<file path="src/hw/ppx_pkg.sv">
package ppx_pkg;
	// ----------------------------------------------------------------
	// Sizes
	// ----------------------------------------------------------------
	localparam int NUM_PINS = 16;
	localparam int NUM_FUNCS = 15;
	localparam int PIN_W = 4;
	// ----------------------------------------------------------------
	// Function slots, in rank order after the fixed UART pair
	// ----------------------------------------------------------------
	localparam int FN_SPI_SCK = 0;
	localparam int FN_SPI_MISO = 1;
	localparam int FN_SPI_MOSI = 2;
	localparam int FN_SPI_NSS = 3;
	localparam int FN_SMB_SDA = 4;
	localparam int FN_SMB_SCL = 5;
	localparam int FN_CMP_SYNC = 6;
	localparam int FN_CMP_ASYNC = 7;
	localparam int FN_SYSCLK = 8;
	localparam int FN_PCA0 = 9;
	localparam int FN_PCA1 = 10;
	localparam int FN_PCA2 = 11;
	localparam int FN_ECI = 12;
	localparam int FN_T0 = 13;
	localparam int FN_T1 = 14;
	// Fixed pins of the primary UART
	localparam logic [PIN_W-1:0] UART_TX_PIN = 4'h4;
	localparam logic [PIN_W-1:0] UART_RX_PIN = 4'h5;
	// ----------------------------------------------------------------
	// routing_enables_a fields
	// ----------------------------------------------------------------
	localparam int ENA_UART = 0;
	localparam int ENA_SPI = 1;
	localparam int ENA_SMB = 2;
	localparam int ENA_SYSCLK = 3;
	localparam int ENA_CMP = 4;
	localparam int ENA_CMP_ASYNC = 5;
	// routing_enables_b fields
	localparam int ENB_PCA_LSB = 0;
	localparam int ENB_ECI = 3;
	localparam int ENB_T0 = 4;
	localparam int ENB_T1 = 5;
	// routing_enables_c fields
	localparam int ENC_PULLUP_DIS = 7;
	localparam int ENC_GLOBAL = 6;
	// Slave-select mode value that means 3-wire
	localparam logic [1:0] NSS_MODE_3WIRE = 2'h0;
	localparam logic [7:0] ENABLES_RESET = 8'h00;
	localparam logic [NUM_PINS-1:0] SKIP_RESET = 16'h0000;
	localparam logic [NUM_PINS-1:0] MODE_RESET = 16'h0000;
	localparam logic [NUM_PINS-1:0] DIGITAL_RESET = 16'hFFFF;
	localparam logic [NUM_PINS-1:0] LATCH_RESET = 16'hFFFF;
	localparam logic [7:0] MISC_RESET = 8'h00;
	// ----------------------------------------------------------------
	// Software port offsets
	// ----------------------------------------------------------------
	localparam logic [3:0] A_ENA = 4'h0;
	localparam logic [3:0] A_ENB = 4'h1;
	localparam logic [3:0] A_ENC = 4'h2;
	localparam logic [3:0] A_SKIP = 4'h3;
	localparam logic [3:0] A_MODE = 4'h4;
	localparam logic [3:0] A_DIG = 4'h5;
	localparam logic [3:0] A_LATCH = 4'h6;
	localparam logic [3:0] A_MISC = 4'h7;
	localparam logic [3:0] A_READ = 4'h8;
endpackage : ppx_pkg

</file>
<file path="src/hw/ppx_if.sv">
`timescale 1ns/1ps
interface ppx_if;
	import ppx_pkg::*;
	// Peripheral side outputs and enables, by function slot
	logic [NUM_FUNCS-1:0] fn_out;
	logic [NUM_FUNCS-1:0] fn_oe;
	logic [NUM_FUNCS-1:0] fn_in;
	logic uart_tx;
	logic uart_rx;
	// Configuration seen by the crossbar
	logic [7:0] routing_enables_a;
	logic [7:0] routing_enables_b;
	logic [7:0] routing_enables_c;
	logic [NUM_PINS-1:0] pin_skip_mask;
	logic [NUM_PINS-1:0] output_drive_mode;
	logic [NUM_PINS-1:0] input_analog_digital_select;
	logic [NUM_PINS-1:0] gpio_latch;
	logic [1:0] slave_select_mode_bits;
	logic [2:0] ext_int0_sel;
	logic [2:0] ext_int1_sel;
	// Results back to the peripherals
	logic [NUM_PINS-1:0] port_read;
	logic [NUM_PINS-1:0] event_ok;
	logic ext_int0;
	logic ext_int1;
	modport xbar (
		input fn_out, fn_oe, uart_tx, routing_enables_a, routing_enables_b,
		input routing_enables_c, pin_skip_mask, output_drive_mode,
		input input_analog_digital_select, gpio_latch, slave_select_mode_bits,
		input ext_int0_sel, ext_int1_sel,
		output fn_in, uart_rx, port_read, event_ok, ext_int0, ext_int1
	);
	modport periph (
		output fn_out, fn_oe, uart_tx, routing_enables_a, routing_enables_b,
		output routing_enables_c, pin_skip_mask, output_drive_mode,
		output input_analog_digital_select, gpio_latch, slave_select_mode_bits,
		output ext_int0_sel, ext_int1_sel,
		input fn_in, uart_rx, port_read, event_ok, ext_int0, ext_int1
	);
endinterface : ppx_if

</file>
<file path="src/hw/ppx_crossbar.sv">
// Local design decisions: the register addresses and the address-and-strobe port.
`timescale 1ns/1ps
module ppx_crossbar
	import ppx_pkg::*;
#(
	parameter int PINS = NUM_PINS
) (
	// Clock and reset
	input wire logic mclk_i,
	input wire logic rst_n_i,
	// Peripheral side
	ppx_if.xbar bus,
	// Pads
	input wire logic [NUM_PINS-1:0] pad_i,
	output logic [NUM_PINS-1:0] pad_o,
	output logic [NUM_PINS-1:0] pad_oe_o,
	output logic [NUM_PINS-1:0] pad_pullup_o,
	output logic [NUM_PINS-1:0] pad_rx_en_o
);
	import ppx_pkg::*;

	// The pin map and pad ports are sized by the package; other counts are refused
	if (PINS != NUM_PINS) begin : g_pins_check
		$error("ppx_crossbar supports only NUM_PINS pins");
	end

	// ----------------------------------------------------------------
	// Requests
	// ----------------------------------------------------------------
	logic [NUM_FUNCS-1:0] req;
	logic uart_en;
	logic [2:0] pca_code;
	always_comb begin
		uart_en = bus.routing_enables_a[ENA_UART];
		pca_code = bus.routing_enables_b[ENB_PCA_LSB +: 3];
		req = '0;
		req[FN_SPI_SCK] = bus.routing_enables_a[ENA_SPI];
		req[FN_SPI_MISO] = bus.routing_enables_a[ENA_SPI];
		req[FN_SPI_MOSI] = bus.routing_enables_a[ENA_SPI];
		// 3-wire mode leaves slave-select off the pins
		req[FN_SPI_NSS] = bus.routing_enables_a[ENA_SPI] &&
			(bus.slave_select_mode_bits != NSS_MODE_3WIRE);
		req[FN_SMB_SDA] = bus.routing_enables_a[ENA_SMB];
		req[FN_SMB_SCL] = bus.routing_enables_a[ENA_SMB];
		req[FN_CMP_SYNC] = bus.routing_enables_a[ENA_CMP];
		req[FN_CMP_ASYNC] = bus.routing_enables_a[ENA_CMP_ASYNC];
		req[FN_SYSCLK] = bus.routing_enables_a[ENA_SYSCLK];
		// Reserved codes route nothing
		req[FN_PCA0] = (pca_code >= 3'h1) && (pca_code <= 3'h3);
		req[FN_PCA1] = (pca_code >= 3'h2) && (pca_code <= 3'h3);
		req[FN_PCA2] = (pca_code == 3'h3);
		req[FN_ECI] = bus.routing_enables_b[ENB_ECI];
		req[FN_T0] = bus.routing_enables_b[ENB_T0];
		req[FN_T1] = bus.routing_enables_b[ENB_T1];
	end

	// ----------------------------------------------------------------
	// Priority allocation
	// ----------------------------------------------------------------
	// Slot index order is rank order; a linear scan keeps it obvious
	logic [NUM_PINS-1:0] taken;
	logic [NUM_PINS-1:0] owned_d [NUM_FUNCS];
	always_comb begin
		taken = bus.pin_skip_mask;
		if (uart_en) begin
			taken[UART_TX_PIN] = 1'b1;
			taken[UART_RX_PIN] = 1'b1;
		end
		// A function that finds no free pin stays unrouted; nothing flags it
		for (int f = 0; f < NUM_FUNCS; f++) begin
			owned_d[f] = '0;
			if (req[f]) begin
				for (int p = NUM_PINS - 1; p >= 0; p--) begin
					if (!taken[p]) begin
						owned_d[f] = '0;
						owned_d[f][p] = 1'b1;
					end
				end
				taken = taken | owned_d[f];
			end
		end
	end

	// ----------------------------------------------------------------
	// Registered map
	// ----------------------------------------------------------------
	// Registered map so the pads switch on a clock edge
	logic [NUM_PINS-1:0] owned_q [NUM_FUNCS];
	logic uart_en_q;
	always_ff @(posedge mclk_i or negedge rst_n_i) begin
		if (!rst_n_i) begin
			for (int f = 0; f < NUM_FUNCS; f++) begin
				owned_q[f] <= '0;
			end
			uart_en_q <= 1'b0;
		end else begin
			for (int f = 0; f < NUM_FUNCS; f++) begin
				owned_q[f] <= owned_d[f];
			end
			uart_en_q <= uart_en;
		end
	end

	// ----------------------------------------------------------------
	// Pad drive
	// ----------------------------------------------------------------
	logic xbar_on;
	logic [NUM_PINS-1:0] smb_pins;
	logic [NUM_PINS-1:0] drv_val;
	logic [NUM_PINS-1:0] drv_en;
	always_comb begin
		xbar_on = bus.routing_enables_c[ENC_GLOBAL];
		smb_pins = owned_q[FN_SMB_SDA] | owned_q[FN_SMB_SCL];
		for (int p = 0; p < NUM_PINS; p++) begin
			// Unrouted pins fall back to the port latch
			drv_val[p] = bus.gpio_latch[p];
			drv_en[p] = 1'b1;
			for (int f = 0; f < NUM_FUNCS; f++) begin
				if (owned_q[f][p]) begin
					drv_val[p] = bus.fn_out[f];
					drv_en[p] = bus.fn_oe[f];
				end
			end
			if (uart_en_q && (p == int'(UART_TX_PIN))) begin
				drv_val[p] = bus.uart_tx;
			end
			if (uart_en_q && (p == int'(UART_RX_PIN))) begin
				drv_en[p] = 1'b0;
			end
		end
	end

	always_comb begin
		for (int p = 0; p < NUM_PINS; p++) begin
			pad_o[p] = 1'b0;
			pad_oe_o[p] = 1'b0;
			// Open-drain: pull low only, release for a one
			if (xbar_on && drv_en[p] && bus.input_analog_digital_select[p]) begin
				if (bus.output_drive_mode[p] && !smb_pins[p]) begin
					pad_oe_o[p] = 1'b1;
					pad_o[p] = drv_val[p];
				end else begin
					pad_oe_o[p] = !drv_val[p];
				end
			end
		end
	end

	// ----------------------------------------------------------------
	// Pad cell controls
	// ----------------------------------------------------------------
	// Analog pins lose receiver and pull-up
	assign pad_rx_en_o = bus.input_analog_digital_select;
	assign pad_pullup_o = bus.input_analog_digital_select & ~pad_oe_o &
		{NUM_PINS{!bus.routing_enables_c[ENC_PULLUP_DIS]}};

	// ----------------------------------------------------------------
	// Input path
	// ----------------------------------------------------------------
	// Pads are asynchronous to mclk_i, so only the second flop is read
	logic [NUM_PINS-1:0] pad_s1_q;
	logic [NUM_PINS-1:0] pad_s2_q;
	always_ff @(posedge mclk_i or negedge rst_n_i) begin
		if (!rst_n_i) begin
			pad_s1_q <= '0;
			pad_s2_q <= '0;
		end else begin
			pad_s1_q <= pad_i;
			pad_s2_q <= pad_s1_q;
		end
	end

	logic [NUM_PINS-1:0] rd;
	assign rd = pad_s2_q & bus.input_analog_digital_select;

	// Interrupt lines are levels; the consumer does its own edge detection
	logic [NUM_PINS-1:0] read_q;
	logic [NUM_FUNCS-1:0] fn_in_q;
	logic uart_rx_q;
	logic int0_q;
	logic int1_q;
	always_ff @(posedge mclk_i or negedge rst_n_i) begin
		if (!rst_n_i) begin
			read_q <= '0;
			fn_in_q <= '0;
			uart_rx_q <= 1'b1;
			int0_q <= 1'b0;
			int1_q <= 1'b0;
		end else begin
			read_q <= rd;
			for (int f = 0; f < NUM_FUNCS; f++) begin
				fn_in_q[f] <= |(owned_q[f] & rd);
			end
			uart_rx_q <= uart_en_q ? rd[UART_RX_PIN] : 1'b1;
			// Interrupts pick from port 0 only
			int0_q <= rd[{1'b0, bus.ext_int0_sel}];
			int1_q <= rd[{1'b0, bus.ext_int1_sel}];
		end
	end

	// ----------------------------------------------------------------
	// Results to peripherals
	// ----------------------------------------------------------------
	assign bus.port_read = read_q;
	assign bus.fn_in = fn_in_q;
	assign bus.uart_rx = uart_rx_q;
	assign bus.ext_int0 = int0_q;
	assign bus.ext_int1 = int1_q;
	assign bus.event_ok = bus.input_analog_digital_select;
endmodule : ppx_crossbar

</file>
<file path="src/flat_wrapper.sv">
// flat-port wrapper written by rule: the top's interface ports become plain ports
module ppx_crossbar_flat import ppx_pkg::*;
#(
	parameter int PINS = NUM_PINS
)
  (mclk_i, rst_n_i, pad_i, pad_o, pad_oe_o, pad_pullup_o, pad_rx_en_o, bus_fn_out, bus_fn_oe, bus_uart_tx, bus_routing_enables_a, bus_routing_enables_b, bus_routing_enables_c, bus_pin_skip_mask, bus_output_drive_mode, bus_input_analog_digital_select, bus_gpio_latch, bus_slave_select_mode_bits, bus_ext_int0_sel, bus_ext_int1_sel, bus_fn_in, bus_uart_rx, bus_port_read, bus_event_ok, bus_ext_int0, bus_ext_int1);
  ppx_if bus_i ();
  input wire logic mclk_i;
  input wire logic rst_n_i;
  input wire logic [NUM_PINS-1:0] pad_i;
  output logic [NUM_PINS-1:0] pad_o;
  output logic [NUM_PINS-1:0] pad_oe_o;
  output logic [NUM_PINS-1:0] pad_pullup_o;
  output logic [NUM_PINS-1:0] pad_rx_en_o;
  input wire logic [$bits(bus_i.fn_out)-1:0] bus_fn_out;
  input wire logic [$bits(bus_i.fn_oe)-1:0] bus_fn_oe;
  input wire logic [$bits(bus_i.uart_tx)-1:0] bus_uart_tx;
  input wire logic [$bits(bus_i.routing_enables_a)-1:0] bus_routing_enables_a;
  input wire logic [$bits(bus_i.routing_enables_b)-1:0] bus_routing_enables_b;
  input wire logic [$bits(bus_i.routing_enables_c)-1:0] bus_routing_enables_c;
  input wire logic [$bits(bus_i.pin_skip_mask)-1:0] bus_pin_skip_mask;
  input wire logic [$bits(bus_i.output_drive_mode)-1:0] bus_output_drive_mode;
  input wire logic [$bits(bus_i.input_analog_digital_select)-1:0] bus_input_analog_digital_select;
  input wire logic [$bits(bus_i.gpio_latch)-1:0] bus_gpio_latch;
  input wire logic [$bits(bus_i.slave_select_mode_bits)-1:0] bus_slave_select_mode_bits;
  input wire logic [$bits(bus_i.ext_int0_sel)-1:0] bus_ext_int0_sel;
  input wire logic [$bits(bus_i.ext_int1_sel)-1:0] bus_ext_int1_sel;
  output wire logic [$bits(bus_i.fn_in)-1:0] bus_fn_in;
  output wire logic [$bits(bus_i.uart_rx)-1:0] bus_uart_rx;
  output wire logic [$bits(bus_i.port_read)-1:0] bus_port_read;
  output wire logic [$bits(bus_i.event_ok)-1:0] bus_event_ok;
  output wire logic [$bits(bus_i.ext_int0)-1:0] bus_ext_int0;
  output wire logic [$bits(bus_i.ext_int1)-1:0] bus_ext_int1;
  assign bus_i.fn_out = bus_fn_out;
  assign bus_i.fn_oe = bus_fn_oe;
  assign bus_i.uart_tx = bus_uart_tx;
  assign bus_i.routing_enables_a = bus_routing_enables_a;
  assign bus_i.routing_enables_b = bus_routing_enables_b;
  assign bus_i.routing_enables_c = bus_routing_enables_c;
  assign bus_i.pin_skip_mask = bus_pin_skip_mask;
  assign bus_i.output_drive_mode = bus_output_drive_mode;
  assign bus_i.input_analog_digital_select = bus_input_analog_digital_select;
  assign bus_i.gpio_latch = bus_gpio_latch;
  assign bus_i.slave_select_mode_bits = bus_slave_select_mode_bits;
  assign bus_i.ext_int0_sel = bus_ext_int0_sel;
  assign bus_i.ext_int1_sel = bus_ext_int1_sel;
  assign bus_fn_in = bus_i.fn_in;
  assign bus_uart_rx = bus_i.uart_rx;
  assign bus_port_read = bus_i.port_read;
  assign bus_event_ok = bus_i.event_ok;
  assign bus_ext_int0 = bus_i.ext_int0;
  assign bus_ext_int1 = bus_i.ext_int1;
  ppx_crossbar #(.PINS(PINS)) u_core (.mclk_i(mclk_i), .rst_n_i(rst_n_i), .bus(bus_i), .pad_i(pad_i), .pad_o(pad_o), .pad_oe_o(pad_oe_o), .pad_pullup_o(pad_pullup_o), .pad_rx_en_o(pad_rx_en_o));
endmodule
</file>
<file path="config.mk">
export PLATFORM = sky130hd
export DESIGN_NAME = ppx_crossbar_flat
export DESIGN_NICKNAME = d
export VERILOG_FILES = /design/src/hw/ppx_pkg.sv /design/src/hw/ppx_if.sv /design/src/hw/ppx_crossbar.sv /design/src/flat_wrapper.sv
export SDC_FILE = /design/constraint.sdc
export NUM_CORES = 1
export LEC_CHECK = 0
export BUFFER_PORTS_ARGS = -buffer_cell sky130_fd_sc_hd__clkbuf_2
export CAP_MARGIN = 10
export CORE_UTILIZATION = 34
export DETAILED_ROUTE_END_ITERATION = 16
export MAX_ROUTING_LAYER = met4
export SLEW_MARGIN = 0
export SYNTH_ARGS = -nofsm -noshare
export SYNTH_HDL_FRONTEND = slang
export SYNTH_SLANG_ARGS = --single-unit
</file>
<file path="constraint.sdc">
create_clock -name mclk_i -period 5.22 [get_ports mclk_i]
set_input_delay 1.044 -clock mclk_i [delete_from_list [all_inputs] [get_ports mclk_i]]
set_output_delay 1.044 -clock mclk_i [all_outputs]
set_load 0.01 [all_outputs]
</file>
==> Word-level counts from Yosys, hierarchy flattened <==
Cells that the tools add are included.
{ "word_totals": {"register_bits": 307, "latchBits": 0, "ramBits": 0, "mem_bits_ro": 0, "out_inout_bits": 114, "wordCells": 998, "n_memories": 0} }
{ "classes": {"add_sub_neg": 0, "multipliers": 0, "div_mod_pow": 0, "magnitude_cmp": 5, "n_eq_ne": 1, "shifts": 0, "muxes": 835, "bitwise_logic": 34, "reduce_logical": 100} }
{ "op_table": {"columns": ["cell", "count"], "rows": [
  ["two-way mux 16 bit", 283],
  ["two-way mux 1 bit", 549],
  ["AND 16 bit", 18],
  ["bitwise OR 16 bit", 15],
  ["OR reduction 16 bit", 15],
  ["logical AND 1 bit", 51],
  ["zero test 1 bit", 33],
  ["inverter 16 bit", 1],
  ["less-than comparator 3 x 5 -> 1 bit, second input constant", 2],
  ["binary-select mux 1 bit (select 3 bit)", 2],
  ["== test 3 x 2 -> 1 bit, second input constant", 1],
  ["greater-or-equal comparator 3 x 1 -> 1 bit, second input constant", 1],
  ["greater-or-equal comparator 3 x 2 -> 1 bit, second input constant", 1],
  ["less-or-equal comparator 3 x 2 -> 1 bit, second input constant", 1],
  ["two-way mux 2 bit", 1],
  ["nonzero test 2 bit", 1]
]} }

==> Logic depth before layout (Yosys ltp) <==
{ "logic_depth": {"word_depth": 283, "depth_mapped": 24, "mapped_depth_nobuf": 17} }

==> Worst setup path before layout <==
OpenSTA, ideal clock, no wires.
{ "synth_timing": {"path_type": "input -> register", "from": "in bus_pin_skip_mask[3]", "to": "reg u_core.owned_q[15] (netlist name)", "setup_ns": 0.094, "t_arrival_ns": 5.474, "required_time_ns": 5.126, "path_slack_ns": -0.348, "cell_stages": 19, "path_cell_list": "buf_2 -> o311a_1 -> a221oi_1 -> o21a_2 -> a211oi_2 -> or3_1 -> clkbuf_1 -> maj3_2 -> o211ai_4 -> a211oi_1 -> o311a_1 -> a211oi_4 -> a211oi_2 -> or3_4 -> nor2_1 -> o211ai_2 -> nor4_2 -> a22oi_1 -> a211oi_1"} }
{ "synth_lines": {"columns": ["element", "line", "rtl"], "rows": [
  ["from (decl)", "flat_wrapper.sv:21", "input wire logic [$bits(bus_i.pin_skip_mask)-1:0] bus_pin_skip_mask;"],
  ["to (signal, indexed assignment)", "ppx_crossbar.sv:98", "owned_q[f] <= owned_d[f];"],
  ["to (decl)", "ppx_crossbar.sv:88", "logic [NUM_PINS-1:0] owned_q [NUM_FUNCS];"]
]} }

==> flow_metrics.tcl <==
set metrics [dict create \
    finalCritPeriodShare_pct 101 \
    clk_latency_ns 0.56 \
    hold_buffers 0 \
    design.die.area_sq_um 62000 \
    gp_congestion 1.05 \
    drive_gt1_share_pct 37.1 \
    die_h_microns 249 \
    synthFlopType "dfrtp_1" \
    layout_setup_ws_ns -0.0606 \
    ios 259 \
    highest_layer "met4" \
    post-place-ws_ns -0.978 \
    synthesis.instances 2443 \
    die_x_microns 249 \
    relSlewSlack_pct 12.0 \
    drc 0 \
    cts_buffers 36 \
    seq_power_share_pct 33.0 \
    cts_root_buf "clkbuf_16" \
    post_drt_wl_per_cell_microns 23.5 \
    postLayoutCoreUtil_pct 48.8 \
    via_count 22842 \
    yosysTopAreaCellShare_pct 36.8 \
    start_util_pct 34.4 \
    antenna_found_initial 4 \
    synth-edff-count 0 \
    status "finished with violations" \
    yosysTopAreaCell "dfrtp_1" \
    grt_start_max_net_pins 112 \
    num_rows 90 \
    coreArea_sq_um 60200 \
    worst_ep_required_time_ns 5.68 \
    irDropWorstVdd_uv 195 \
    grt_overflow 0 \
    crit_path_end_kind "register" \
    cts_tree "done" \
    criticalPathCategory "input port to register" \
    cp_max_fo 6 \
    area_growth_pct 41.8 \
    drv_cap 0 \
    totalWireLength_mm 93.0 \
    ys_ff_latch 306 \
    max_freq_mhz 189 \
    routed-wl-met2_mm 41.5 \
    yosys-top-cells-area "dfrtp_1, mux2i_1, nand2_1, o21ai_0, nor2_1" \
    worst_pin_slew_ns 1.32 \
    fin_nets 3288 \
    htree_levels 2 \
    grt_pass1_vias 22018 \
    violations "setup timing" \
    viasPerCell 5.78 \
    p_leak_nw 12.5 \
    grt_pass1_wl_mm 136 \
    setup_viol 2 \
    skew_ns 0.0140 \
    powerDensity_nw_per_um2 269 \
    track_usage_pct 29.9 \
    intPower_mw 5.29 \
    start_kind "input port" \
    clk_pin_slew_worst_paths_ns 0.06 \
    drv_slew 0 \
    synth_area_sq_um 20700 \
    n_fill_cell 5528 \
    place_hpwl_mm 72.6 \
    met1Wirelength_mm 39.9 \
    drtAntennaViolNets 0 \
    clock_path_buffers 3 \
    port_buffers 248 \
    syn_area_per_cell_sq_um 8.49 \
    final.min_clock_period_ns 5.28 \
    yosysUniqueCellTypes 97 \
    worstPathArrival_ns 5.74 \
    p_switching_mw 2.62 \
    combinationalPowerShare_pct 32.2 \
    ys_warn_count 0 \
    wl_met3_mm 8.94 \
    hold_class "register to register" \
    drtPass1Iterations 6 \
    final_hold_viol_count 0 \
    yosysSeqAreaShare_pct 36.9 \
    netSwitchingFraction_pct 33.1 \
    rsz0062_at_grt "true" \
    detailedRoute.firstIterationViolations 2276 \
    async_reset_ff_share_pct 100 \
    clkPwrFrac_pct 34.8 \
    clkSinkCount 306 \
]
-- cells by family after synthesis --
logic type	share of synthesized area, %
xor+xnor	1.10
compound gates	24.3
other cells	0.0181
mux	9.90
flops	36.9
buf+inv	4.67
fa+ha+maj	0.953
simple gates	22.1
-- power groups by stage --
stage / Combinational, mW / Clock (mW) / Sequential, mW
detailed placement: 2.14 / 0 / 2.64
global placement: 2.12 / 0 / 2.63
finish: 2.55 / 2.75 / 2.61
floorplan: 1.13 / 0 / 2.59
global route: 2.71 / 2.90 / 2.61
CTS: 2.31 / 2.82 / 2.59
-- worst max-delay path: stages --
cell	delay, ns
buf_8	0.11
buf_6	0.11
or4_4	0.57
a221oi_4	0.32
buf_12	0.16
nor2_4	0.05
o21ai_4	0.19
nor3_4	0.06
maj3_2	0.33
o211ai_4	0.21
buf_6	0.15
nor2_4	0.04
a211o_1	0.29
a211oi_4	0.33
buf_12	0.16
buf_6	0.10
a211oi_4	0.07
or3_4	0.45
a32o_2	0.32
nor4_4	0.28
a22oi_2	0.13
a211oi_2	0.25
-- routing by layer --
layer  global-route usage (%)  vias up
li1                         -    10404
met1                     40.0    11119
met2                     45.5     1131
met3                     5.92      188
met4                     8.62        0
met5                        -        -
-- placed cells by master (no fill, tap or decap), types with 14 or more instances in the layout --
cell type	synthesis	layout
buf_4	38	550
nand2_1	364	351
dfrtp_1	305	303
clkbuf_2	0	237
o21ai_1	17	184
nor2_1	196	179
mux2i_1	177	173
nor3_1	99	87
o21ai_0	262	74
a22o_1	61	61
a221oi_1	65	61
a21oi_1	86	60
nor3b_1	62	47
nand3_1	51	45
clkbuf_16	0	37
inv_1	34	33
o211ai_1	28	28
nor2b_1	25	24
a21oi_2	4	24
and2_1	27	24
nor4_1	23	21
buf_6	1	21
o21ai_2	3	20
nand4_1	20	20
xnor2_1	22	20
mux2_2	17	16
and3_1	17	16
o311ai_1	1	15
nand2_2	4	15
a21o_1	18	15
or2_2	16	14
buf_12	0	14
-- cell usage after synthesis, types with 18 or more instances --
library cell and n:
mux2i_1 177, xnor2_1 22, a22o_1 61, a221oi_1 65, clkbuf_1 109, nor4_1 23
and2_1 27, o211ai_1 28, nor3_1 99, a21o_1 18, o21ai_0 262, dfrtp_1 305
buf_2 24, nor3b_1 62, nor2b_1 25, nand3_1 51, buf_4 38, nand2_1 364
nor2_1 196, a21oi_1 86, nand4_1 20, inv_1 34
-- registers in the layout (all words and copies together) (netlist names) --
signal and flops:
u_core.bus.port_read 16, u_core.uart_en_q 1, u_core.bus.uart_rx 1, u_core.pad_s1_q 16, u_core.pad_s2_q 16, u_core.owned_q 239
u_core.bus.fn_in 15, u_core.bus.ext_int1 1, u_core.bus.ext_int0 1
-- worst paths after layout --
path                       slack (ns)              endpoint  cells past startpoint                  from
max                             -0.06    u_core.owned_q[15]                     22  bus_pin_skip_mask[3]
min                              0.35    u_core.pad_s2_q[8]                      0    u_core.pad_s1_q[8]
max reg2reg                      3.14  u_core.bus.fn_in[10]                      4   u_core.pad_s2_q[15]
min reg2reg                      0.35    u_core.pad_s2_q[8]                      0    u_core.pad_s1_q[8]
max in group asynchronous        3.50   u_core.owned_q[212]                      2               rst_n_i
min in group asynchronous        0.55    u_core.pad_s2_q[8]                      1               rst_n_i
-- through the flow --
stage | total power [mW] | area [sq um] | cells | hold WS (ns) | setup TNS (ns)
after floorplan | 3.72 | 21000 | 2451 | 0.331 | -1.15
after global placement | 4.75 | 26300 | 3821 | 0.332 | -17.71
after detailed placement | 4.78 | 26300 | 3821 | 0.336 | -21.64
after CTS | 7.72 | 28400 | 3914 | 0.344 | -0.0109
after global routing | 8.22 | 29400 | 3955 | 0.357 | -0.912
final | 7.91 | 29400 | 3955 | 0.345 | -0.0620
-- final cells by class --
class	instances	area, sq um	share of cell area (%)
Clock buffer	49	1020	3.47
Sequential cell	306	7660	26.1
Multi-Input combinational cell	1936	13400	45.7
Tap cell	782	978	3.33
Timing Repair Buffer	829	5910	20.1
Inverter	34	128	0.434
Clock inverter	17	260	0.885
Antenna cell	2	5.00	0.0170
-- timing repair --
item,4_1_cts,5_1_grt
buffers inserted,28,41
endpoints found under the hold margin,0,0
setup endpoints to repair,54,63
resized for setup,174,298
pin swaps,56,113
gates cloned,0,1
(Power assumes the default switching activity.)
